[config.mk]
export PLATFORM = sky130hd
export DESIGN_NAME = interrupt_vector_controller
export DESIGN_NICKNAME = d
export VERILOG_FILES = /design/src/shared/ivc_pkg.sv /design/src/logic/priority_arbiter.sv /design/src/logic/interrupt_vector_controller.sv
export VERILOG_INCLUDE_DIRS = /design/src /design/src/shared
export SDC_FILE = /design/constraint.sdc
export NUM_CORES = 2
export LEC_CHECK = 0
export ABC_AREA = 1
export BUFFER_PORTS_ARGS = -buffer_cell sky130_fd_sc_hd__buf_2
export CAP_MARGIN = 25
export CORE_AREA = 2 2 529 531
export DETAILED_ROUTE_END_ITERATION = 8
export DIE_AREA = 0 0 531 533
export PLACE_DENSITY = 0.46
export SETUP_SLACK_MARGIN = 0.05
export SLEW_MARGIN = 30
export SYNTH_ARGS = -nofsm -noshare
export SYNTH_HDL_FRONTEND = slang
export SYNTH_SLANG_ARGS = --single-unit
[constraint.sdc]
create_clock -name mclk_in -period 287.2 [get_ports mclk_in]
set_input_delay 0 -clock mclk_in [delete_from_list [all_inputs] [get_ports mclk_in]]
set_output_delay 0 -clock mclk_in [all_outputs]
set_load 0.05 [all_outputs]
[src/shared/ivc_cfg.svh]
// Constants of the interrupt vector controller: table addresses, widths, counts.
// Assumes inclusion by bare name from every file that needs a figure.
// Operation
// - All peripheral requests are merged into one request line toward the core.
// - The table holds six non-maskable trap vectors plus up to 246 interrupt source vectors.
// - The primary vector table starts in program memory at address 000004h.
// - Each table entry is a 24-bit handler start address returned to the core.
// - A lower vector position has higher natural priority, vector 0 beating all others.
// - Seven selectable priority levels exist and ties within a level go by vector order.
// - Entry and return latencies are fixed whatever source is being served.
// - The alternate table is used only with a boot segment, the fuse programmed and enable 1.
// - With the alternate table on, every interrupt and trap takes its vector from it.
// - The alternate table begins at the start of the last boot segment page.
// - The alternate table cannot be on unless the boot segment is at least 2 pages long.
// - Both tables carry the boot segment code protection.
// - Reset bypasses the controller and leaves the core starting at address 0x000000.
`ifndef IVC_CFG_SVH
`define IVC_CFG_SVH

`define IVC_ADDR_W        24
`define IVC_VEC_W         8
`define IVC_LVL_W         4
`define IVC_PRIO_W        3
`define IVC_PROT_W        2
`define IVC_LIMIT_W       13
`define IVC_NUM_TRAPS     6
`define IVC_NUM_SOURCES   246
`define IVC_PRIMARY_BASE  24'h000004
`define IVC_RESET_ADDR    24'h000000
`define IVC_VEC_STEP_SH   1
`define IVC_PAGE_SHIFT    11
`define IVC_MIN_BOOT_PGS  13'h0002
`define IVC_TRAP_LEVEL    4'h8
`define IVC_FETCH_CYCLES  2
`define IVC_RETURN_CYCLES 1

`endif

[src/shared/ivc_pkg.sv]
// Types of the interrupt vector controller.
// Assumes ivc_cfg.svh is on the include path.
`include "ivc_cfg.svh"
package ivc_pkg;

    typedef logic [`IVC_ADDR_W-1:0] prog_addr_t;

    typedef enum logic [3:0] {
        ST_IDLE  = 4'h1,
        ST_FETCH = 4'h2,
        ST_LOAD  = 4'h4,
        ST_RET   = 4'h8
    } ctl_state_t;

endpackage

[src/logic/priority_arbiter.sv]
// Picks the pending vector of highest level; among equal levels the lowest index.
// Assumes a level of zero means the vector takes no part.
`timescale 1ns/100ps
module priority_arbiter #(
    parameter int N  = 252,
    parameter int LW = 4,
    parameter int IW = 8
) (
    // Candidates
    input  wire logic [N-1:0]    pend_in,
    input  wire logic [N*LW-1:0] lvl_in,
    // Winner
    output logic                 any_out,
    output logic [IW-1:0]        idx_out,
    output logic [LW-1:0]        lvl_out
);

    // Scan from the top so a lower index overwrites an equal level
    always_comb begin
        any_out = 1'b0;
        idx_out = '0;
        lvl_out = '0;
        for (int i = N - 1; i >= 0; i--) begin
            if (pend_in[i] && (lvl_in[i*LW +: LW] != '0) &&
                (lvl_in[i*LW +: LW] >= lvl_out)) begin
                any_out = 1'b1;
                idx_out = IW'(i);
                lvl_out = lvl_in[i*LW +: LW];
            end
        end
    end

endmodule

[src/logic/interrupt_vector_controller.sv]
// Interrupt vector controller: pending flags, arbitration, table select, vector fetch.
// Assumes requests, traps and core handshakes come from logic on mclk_in, and that
// program memory returns vec_data_in one cycle after fetch_en_out.
`timescale 1ns/100ps
`include "ivc_cfg.svh"
module interrupt_vector_controller #(
    parameter int NUM_SOURCES = `IVC_NUM_SOURCES
) (
    // Clock and reset
    input  wire logic                                mclk_in,
    input  wire logic                                rst_in,
    // Requests
    input  wire logic [`IVC_NUM_TRAPS-1:0]           trap_in,
    input  wire logic [NUM_SOURCES-1:0]              src_req_in,
    input  wire logic [NUM_SOURCES-1:0]              src_enable_in,
    input  wire logic [NUM_SOURCES*`IVC_PRIO_W-1:0]  src_prio_in,
    // Core handshake
    input  wire logic [`IVC_PRIO_W-1:0]              cpu_prio_in,
    input  wire logic                                irq_ack_in,
    input  wire logic                                irq_return_in,
    output logic                                     irq_req_out,
    output logic [`IVC_VEC_W-1:0]                    irq_vector_out,
    output logic [`IVC_LVL_W-1:0]                    irq_level_out,
    output logic                                     return_done_out,
    // Table configuration
    input  wire logic                                boot_seg_defined_in,
    input  wire logic                                alt_table_config_fuse_in,
    input  wire logic                                alt_table_enable_in,
    input  wire logic [`IVC_LIMIT_W-1:0]             boot_segment_limit_in,
    input  wire logic [`IVC_PROT_W-1:0]              boot_code_prot_in,
    output logic                                     alt_table_active_out,
    // Program memory
    output logic                                     fetch_en_out,
    output logic [`IVC_ADDR_W-1:0]                   fetch_addr_out,
    output logic [`IVC_PROT_W-1:0]                   fetch_prot_out,
    input  wire logic [`IVC_ADDR_W-1:0]              vec_data_in,
    output logic [`IVC_ADDR_W-1:0]                   handler_addr_out,
    output logic                                     handler_valid_out
);

    localparam int NT = `IVC_NUM_TRAPS;
    localparam int NV = NT + NUM_SOURCES;
    localparam int LW = `IVC_LVL_W;
    localparam int VW = `IVC_VEC_W;

    // ----------------------------------------------------------------
    // Table entry address
    // ----------------------------------------------------------------
    function automatic ivc_pkg::prog_addr_t entry_addr(input ivc_pkg::prog_addr_t base,
                                                       input logic [VW-1:0] vec);
        ivc_pkg::prog_addr_t ofs;
        ofs = ivc_pkg::prog_addr_t'(vec) << `IVC_VEC_STEP_SH;
        return base + ofs;
    endfunction

    // ----------------------------------------------------------------
    // Registers
    // ----------------------------------------------------------------
    ivc_pkg::ctl_state_t state_q, state_d;
    logic [NV-1:0]        pend_q, pend_d;
    logic                 req_q, req_d;
    logic [VW-1:0]        vec_q, vec_d;
    logic [LW-1:0]        lvl_q, lvl_d;
    ivc_pkg::prog_addr_t  faddr_q, faddr_d;
    logic [`IVC_PROT_W-1:0] prot_q, prot_d;
    ivc_pkg::prog_addr_t  handler_q, handler_d;
    logic                 hvalid_q, hvalid_d;

    // ----------------------------------------------------------------
    // Pending flags and levels
    // ----------------------------------------------------------------
    wire logic [NV-1:0]    set_all = {src_req_in, trap_in};
    wire logic [NV-1:0]    one_hot = NV'(1);
    wire logic             st_idle = (state_q == ivc_pkg::ST_IDLE);
    wire logic             ack_take = irq_ack_in && req_q && st_idle;
    wire logic [NV-1:0]    clr_mask = ack_take ? (one_hot << vec_q) : '0;
    wire logic [NV*LW-1:0] lvl_all;

    // Set wins over a clear in the same cycle
    assign pend_d = set_all | (pend_q & ~clr_mask);

    genvar g;
    generate
        for (g = 0; g < NV; g++) begin : g_lvl
            if (g < NT) begin : g_trap
                assign lvl_all[g*LW +: LW] = `IVC_TRAP_LEVEL;
            end else begin : g_src
                assign lvl_all[g*LW +: LW] = src_enable_in[g-NT] ?
                    {1'b0, src_prio_in[(g-NT)*`IVC_PRIO_W +: `IVC_PRIO_W]} : '0;
            end
        end
    endgenerate

    // ----------------------------------------------------------------
    // Arbitration
    // ----------------------------------------------------------------
    logic          win_any;
    logic [VW-1:0] win_idx;
    logic [LW-1:0] win_lvl;

    priority_arbiter #(
        .N  (NV),
        .LW (LW),
        .IW (VW)
    ) u_arb (
        .pend_in (pend_q),
        .lvl_in  (lvl_all),
        .any_out (win_any),
        .idx_out (win_idx),
        .lvl_out (win_lvl)
    );

    wire logic above_cpu = win_any && (win_lvl > {1'b0, cpu_prio_in});
    assign req_d = above_cpu && st_idle && !ack_take;
    assign vec_d = win_idx;
    assign lvl_d = win_lvl;

    // ----------------------------------------------------------------
    // Table select
    // ----------------------------------------------------------------
    wire ivc_pkg::prog_addr_t limit_ext =
        ivc_pkg::prog_addr_t'(boot_segment_limit_in);
    wire logic big_enough = (boot_segment_limit_in >= `IVC_MIN_BOOT_PGS);
    wire logic alt_on = boot_seg_defined_in && alt_table_config_fuse_in &&
                        alt_table_enable_in && big_enough;
    wire ivc_pkg::prog_addr_t alt_base =
        (limit_ext - ivc_pkg::prog_addr_t'(1)) << `IVC_PAGE_SHIFT;
    wire ivc_pkg::prog_addr_t table_base = alt_on ? alt_base : `IVC_PRIMARY_BASE;

    assign faddr_d = ack_take ? entry_addr(table_base, vec_q) : faddr_q;
    assign prot_d  = ack_take ? boot_code_prot_in : prot_q;

    // ----------------------------------------------------------------
    // Entry and return sequencing
    // ----------------------------------------------------------------
    always_comb begin
        state_d = state_q;
        case (state_q)
            ivc_pkg::ST_IDLE: begin
                if (ack_take) begin
                    state_d = ivc_pkg::ST_FETCH;
                end else if (irq_return_in) begin
                    state_d = ivc_pkg::ST_RET;
                end
            end
            ivc_pkg::ST_FETCH: state_d = ivc_pkg::ST_LOAD;
            ivc_pkg::ST_LOAD:  state_d = ivc_pkg::ST_IDLE;
            ivc_pkg::ST_RET:   state_d = ivc_pkg::ST_IDLE;
            default:           state_d = ivc_pkg::ST_IDLE;
        endcase
    end

    wire logic st_load = (state_q == ivc_pkg::ST_LOAD);
    assign handler_d = st_load ? vec_data_in : handler_q;
    assign hvalid_d  = st_load;

    always_ff @(posedge mclk_in or posedge rst_in) begin
        if (rst_in) begin
            state_q   <= ivc_pkg::ST_IDLE;
            pend_q    <= '0;
            req_q     <= 1'b0;
            vec_q     <= '0;
            lvl_q     <= '0;
            faddr_q   <= `IVC_RESET_ADDR;
            prot_q    <= '0;
            handler_q <= `IVC_RESET_ADDR;
            hvalid_q  <= 1'b0;
        end else begin
            state_q   <= state_d;
            pend_q    <= pend_d;
            req_q     <= req_d;
            vec_q     <= vec_d;
            lvl_q     <= lvl_d;
            faddr_q   <= faddr_d;
            prot_q    <= prot_d;
            handler_q <= handler_d;
            hvalid_q  <= hvalid_d;
        end
    end

    // ----------------------------------------------------------------
    // Outputs
    // ----------------------------------------------------------------
    assign irq_req_out          = req_q;
    assign irq_vector_out       = vec_q;
    assign irq_level_out        = lvl_q;
    assign return_done_out      = (state_q == ivc_pkg::ST_RET);
    assign alt_table_active_out = alt_on;
    assign fetch_en_out         = (state_q == ivc_pkg::ST_FETCH);
    assign fetch_addr_out       = faddr_q;
    assign fetch_prot_out       = prot_q;
    assign handler_addr_out     = handler_q;
    assign handler_valid_out    = hvalid_q;

    // ----------------------------------------------------------------
    // Checks
    // ----------------------------------------------------------------
    a_pend_set_wins: assert property (@(posedge mclk_in) disable iff (rst_in)
        (ack_take && set_all[vec_q]) |=> pend_q[$past(vec_q)])
        else $error("pending flag lost when set and clear coincide");

    a_req_above_cpu: assert property (@(posedge mclk_in) disable iff (rst_in)
        irq_req_out |-> $past(win_lvl > {1'b0, cpu_prio_in}) && $past(win_any))
        else $error("request raised without a level above the core");

    a_ack_fetch_gap: assert property (@(posedge mclk_in) disable iff (rst_in)
        ack_take |=> fetch_en_out ##1 !fetch_en_out ##1 handler_valid_out)
        else $error("entry latency is not fixed");

    a_handler_value: assert property (@(posedge mclk_in) disable iff (rst_in)
        fetch_en_out ##1 1'b1 |=> handler_addr_out == $past(vec_data_in))
        else $error("handler address does not match fetched entry");

    a_alt_gate: assert property (@(posedge mclk_in) disable iff (rst_in)
        alt_table_active_out |-> (boot_seg_defined_in && alt_table_config_fuse_in &&
                                  alt_table_enable_in))
        else $error("alternate table active without all its conditions");

    a_alt_min_pages: assert property (@(posedge mclk_in) disable iff (rst_in)
        (boot_segment_limit_in < `IVC_MIN_BOOT_PGS) |-> !alt_table_active_out)
        else $error("alternate table active in a too short boot segment");

    a_primary_addr: assert property (@(posedge mclk_in) disable iff (rst_in)
        (ack_take && !alt_on) |=>
        fetch_addr_out == `IVC_PRIMARY_BASE + ivc_pkg::prog_addr_t'({$past(vec_q), 1'b0}))
        else $error("primary table entry address wrong");

    a_alt_addr: assert property (@(posedge mclk_in) disable iff (rst_in)
        (ack_take && alt_on) |=>
        fetch_addr_out == $past(alt_base) + ivc_pkg::prog_addr_t'({$past(vec_q), 1'b0}))
        else $error("alternate table entry address wrong");

    a_return_fixed: assert property (@(posedge mclk_in) disable iff (rst_in)
        (st_idle && !ack_take && irq_return_in) |=> return_done_out ##1 !return_done_out)
        else $error("return latency is not fixed");

    a_trap_first: assert property (@(posedge mclk_in) disable iff (rst_in)
        (pend_q[0] && st_idle && !ack_take) |=> irq_req_out && irq_vector_out == '0)
        else $error("vector 0 did not win");

endmodule

# Word-level counts from Yosys, hierarchy flattened
# Index checks and enable logic that the tools add are counted.
# word_totals
regBits	320
input_bits	1285
# classes
addsub	2
magnitude_cmp	254
eq_ne	5
shift	1
muxes	1007
n_bitwise	3
reduce_logical	753
# ops
cell	count
$mux 8	252
$mux 3	492
$reduce_bool 4->1	246
$ge 3x3->1	245
$logic_and 1x1->1	506
$and 252x252->252	1
$mux 1	252
$mux 252	1
$not 252->252	1
$or 252x252->252	1
$shl 1x8->252 const A	1
$mux 4	8
$add 24x9->24	1
$mux 24	1
$ge 4x4->1 const A	5
$ge 13x2->1 const B	1
$sub 13x1->13 const B	1
$pmux 4 s2	1
$eq 4x1->1 const B	1
$eq 4x2->1 const B	1
$eq 4x3->1 const B	1
$eq 4x4->1 const B	1
$ge 4x3->1 const A	1
$gt 4x3->1	1
3 further kinds	3

# Logic depth before layout (Yosys ltp)
# logic_depth
word_depth	762
ltp_mapped	2374

# Modules after synthesis
# Synthesis repeated with hierarchy kept, for this count alone.
# unflattened
hier_cells	12334
hier_area_um2	67691.2
# modules_own_cells
module	instances	cells_each	area_each_um2	seq_area_each_um2
priority_arbiter	1	9185	48400.2	0.0
interrupt_vector_controller	1	3149	19291.0	7958.9

# Worst setup path after synthesis
# OpenSTA, ideal clock, no wires.
# synth_timing
kind	flip-flop to flip-flop
from	reg pend_q[251]
to	reg req_q (netlist: irq_req_out)
setup_time_ns	0.122
arrival_time_ns	222.656
required_ns	287.078
slack_ns	64.421
path_stages_with_launch	2117
path_buffers	16
period_less_slack_ns	222.779
path_cell_list	dfrtp_1 -> nand2_1 -> nor2_1 -> ha_1 -> inv_1 -> nand2_1 -> nand2_1 -> nand2_1 -> nand3_2 -> nand2_1 -> o21a_1 -> inv_1 -> ha_1 -> inv_1 -> nand2_1 -> o21a_2 -> nand2_1 -> nand2_2 -> (+2081 left out) -> a21oi_1 -> nor2_1 -> o21ai_0 -> nor2_1 -> inv_1 -> nand2_1 -> o21ai_1 -> ha_1 -> a21oi_1 -> o211ai_1 -> nand3_1 -> o21ai_0 -> a211oi_1 -> ha_1 -> a21oi_1 -> o21ai_0 -> a21oi_1 -> nor3_1
# synth_lines
item	line	source
start: declaration	interrupt_vector_controller.sv:60	logic [NV-1:0] pend_q, pend_d;
start signal: assignment	interrupt_vector_controller.sv:170	pend_q <= pend_d;
end signal: assignment	interrupt_vector_controller.sv:171	req_q <= req_d;
end: declaration	interrupt_vector_controller.sv:61	logic req_q, req_d;

==> metrics.txt <==
run status finished, final reports clean; post-synthesis mux area share 0%; DIE AREA between 200000 and 300000 um^2; Synth Area in Compound Gates between 10 and 15%; synthesized area per cell between 5 and 6 um^2; WL per Instance 21.5 um; CP max FO 10; cell accounting for the most synthesized area nand2_1; Vert. Die Dim between 500 and 600 um; Post-synth ARST share 100%; DR pass1 iterations 6; synthesized area 50500 um^2; gate count after technology mapping 8770; Core Rows 194; CTS Root Buffer Type clkbuf_16; width of the die 531 um; Area Growth Syn to Fin 33.9%; iteration-0 DRC count of the detailed router 3295; port bufs 1349; Worst EP required 287.75 ns; vias in the first global route around 58000; number of synthesized flops with an enable pin 0; Setup TNS Final 0 ns; element type at the critical path start flip-flop; Slew headroom between 30 and 40%; Tightest Hold Check Type input pin to flip-flop; Final Hold Fails 0; crit path from pend_q[251]; fin crit share 89.2%; post-DR vias/cell 4.26; Synth warnings 0; RSZ-0062 raised after global routing false; most frequent cells after synthesis nand2_1 (2836), inv_1 (1749), o21ai_0 (892); critical path type flip-flop to flip-flop; # setup viols final 0; Worst setup EP type flip-flop; post-synthesis sequential area ratio 15.8%; CP top delay family simple AND/OR/NAND/NOR gates; Slew Viols, Final 0; Final min period 256.19 ns; TritonCTS buffer count 50; worst setup path endpoint irq_req_out; XOR/XNOR share of the synthesized area less than 1%; Worst Path Buf+Inv 20; initial core utilization 18.2%; Final #Nets 12300; fraction of layout cells with a size suffix above 1 a little over a fifth; Post-synth top flop dfrtp_1; CTS tree built; Clock Latency Late Sink 0.70 ns; DRC Markers 0; Layout Skew 0.0615 ns; Detail Route Antenna Nets 0; count leader, synth nand2_1; Synth area leaders nand2_1 (21%), dfrtp_1 (16%), inv_1 (13%), ha_1 (12%), o21ai_0 (8.8%); HPWL Detailed 272 mm; total track usage 21.0%; #FFs+latches synth 318; post-synth top area share 21.1%; gr ovfl total 0; Synth cell types 65; Crit path largest cell delay 0.43 ns; achievable clock frequency between 0.003 and 0.004 GHz; simple-gate share of the synthesized area 42.5%; Clock Path Buffers 3; Most common cell on crit path nand2_1; placer congestion estimate just over 1; # clock sinks 318; CTS clock-pin slew for the worst setup and hold paths 0.06 ns; DRT Wirelength 308 mm; largest net degree at the start of global routing 91; Critical Path AT 256.74 ns; initial antenna violation count 150; cell with the largest stage delay on the worst path dfrtp_1; I/O Pins 1352; first-pass GRT wire length 420 mm; H-tree level count 2; maxcap violations 0; adder-cell share of the synthesized area 12.4%; Vias 61000; largest family of logic cells by synthesized area simple AND/OR/NAND/NOR gates; Crit path depth approximately 700; core area 278000 um^2
[final cells by class]
class | instances | area [um^2]
Antenna cell | 73 | 183
Clock buffer | 60 | 1350
Clock inverter | 30 | 438
Fill cell | 32100 | 210000
Inverter | 1788 | 6980
Multi-Input combinational cell | 6595 | 35400
Sequential cell | 318 | 7960
Tap cell | 3724 | 4660
Timing Repair Buffer | 1748 | 10600
[routing by layer]
layer | share of wire [%] | vias to the layer above | track usage, % | routed length [um]
li1 | - | 31200 | - | -
met1 | 45 | 27600 | 27.1 | 138000
met2 | 46 | 1737 | 35.1 | 142000
met3 | 5.1 | 388 | 3.04 | 15800
met4 | 3.9 | 72 | 7.78 | 12000
met5 | 0.15 | - | 0 | 462
[logic make-up (layout without fill, tap and decap cells)]
group / after synthesis / count (layout)
buf+inv: 1858 / 3626
xor+xnor: 14 / 14
other cells: 1 / 75
compound gates: 1330 / 1330
flops: 318 / 318
fa+ha+maj: 500 / 500
simple gates: 4749 / 4749
[metrics by stage]
stage | std cells | utilization (%) | area (um^2) | hold WS (ns) | worst slack [ns]
floorplan | 8771 | - | 50500 | 0.0746 | 64.42
global placement | 13800 | 22.3 | 62000 | 0.184 | 28.47
detailed placement | 13800 | 22.3 | 62000 | 0.181 | 28.51
CTS | 14300 | 24.2 | 67300 | 0.000263 | 27.26
global route | 14300 | 24.3 | 67500 | 0.0406 | 0.0187
finish | 14300 | 24.3 | 67600 | 0.0575 | 31.01
[worst min path at each step]
stage               slack (ns)          end  cells past startpoint            start
floorplan                 0.07   state_q[0]                      1    irq_return_in
global placement          0.18   state_q[0]                      2    irq_return_in
detailed placement        0.18   state_q[0]                      2    irq_return_in
CTS                     0.0003  pend_q[163]                      4  src_req_in[157]
global route              0.04   pend_q[61]                      4   src_req_in[55]
finish                    0.06   pend_q[57]                      4   src_req_in[51]
[state kept, by name (all words and copies together), names as in the netlist]
register           flops
pend_q               252
handler_addr_out      24
fetch_addr_out        22
irq_vector_out         8
irq_level_out          4
state_q                4
fetch_prot_out         2
handler_valid_out      1
irq_req_out            1
[placed cells by master (no fill, tap or decap), types with 7 or more instances in the layout]
cell | Yosys | routed
nor2_1 | 225 | 193
nand4_1 | 39 | 39
a21oi_1 | 173 | 173
o21a_1 | 124 | 124
diode_2 | 0 | 73
dfrtp_1 | 317 | 317
o21ai_0 | 892 | 875
buf_4 | 6 | 49
o31a_2 | 10 | 10
dlygate4sd3_1 | 0 | 349
nand2_4 | 100 | 106
a31oi_1 | 12 | 12
clkbuf_16 | 0 | 51
nor3_1 | 43 | 41
a211oi_1 | 9 | 8
nor2_4 | 0 | 9
buf_2 | 0 | 1349
nand3_1 | 863 | 863
o21ai_2 | 4 | 8
inv_1 | 1749 | 1745
nor4_1 | 11 | 7
inv_2 | 6 | 7
bufinv_16 | 0 | 8
nand2_2 | 602 | 603
clkinv_2 | 3 | 13
o211ai_1 | 9 | 9
o21ai_1 | 29 | 41
o31ai_1 | 25 | 25
clkinv_1 | 11 | 11
ha_1 | 500 | 500
xor2_1 | 10 | 10
bufinv_8 | 15 | 15
nand2_1 | 2836 | 2829
nor2_2 | 0 | 23
[repair_timing]
item / 4_1_cts / 5_1_grt
endpoints found under the hold margin: 389 / 0
hold buffers: 349 / 0
setup endpoints to repair: 0 / 12
gates resized for setup: 0 / 32
buffers inserted: 0 / 0
[worst min-delay path: stages]
cell	delay, ns
dlygate4sd3_1	0.52
buf_2	0.10
inv_1	0.03
nand2_1	0.05
Power is left out: the tool's default activity adds up to more than one toggle a clock period on the data nets, which glitch-free logic cannot reach.
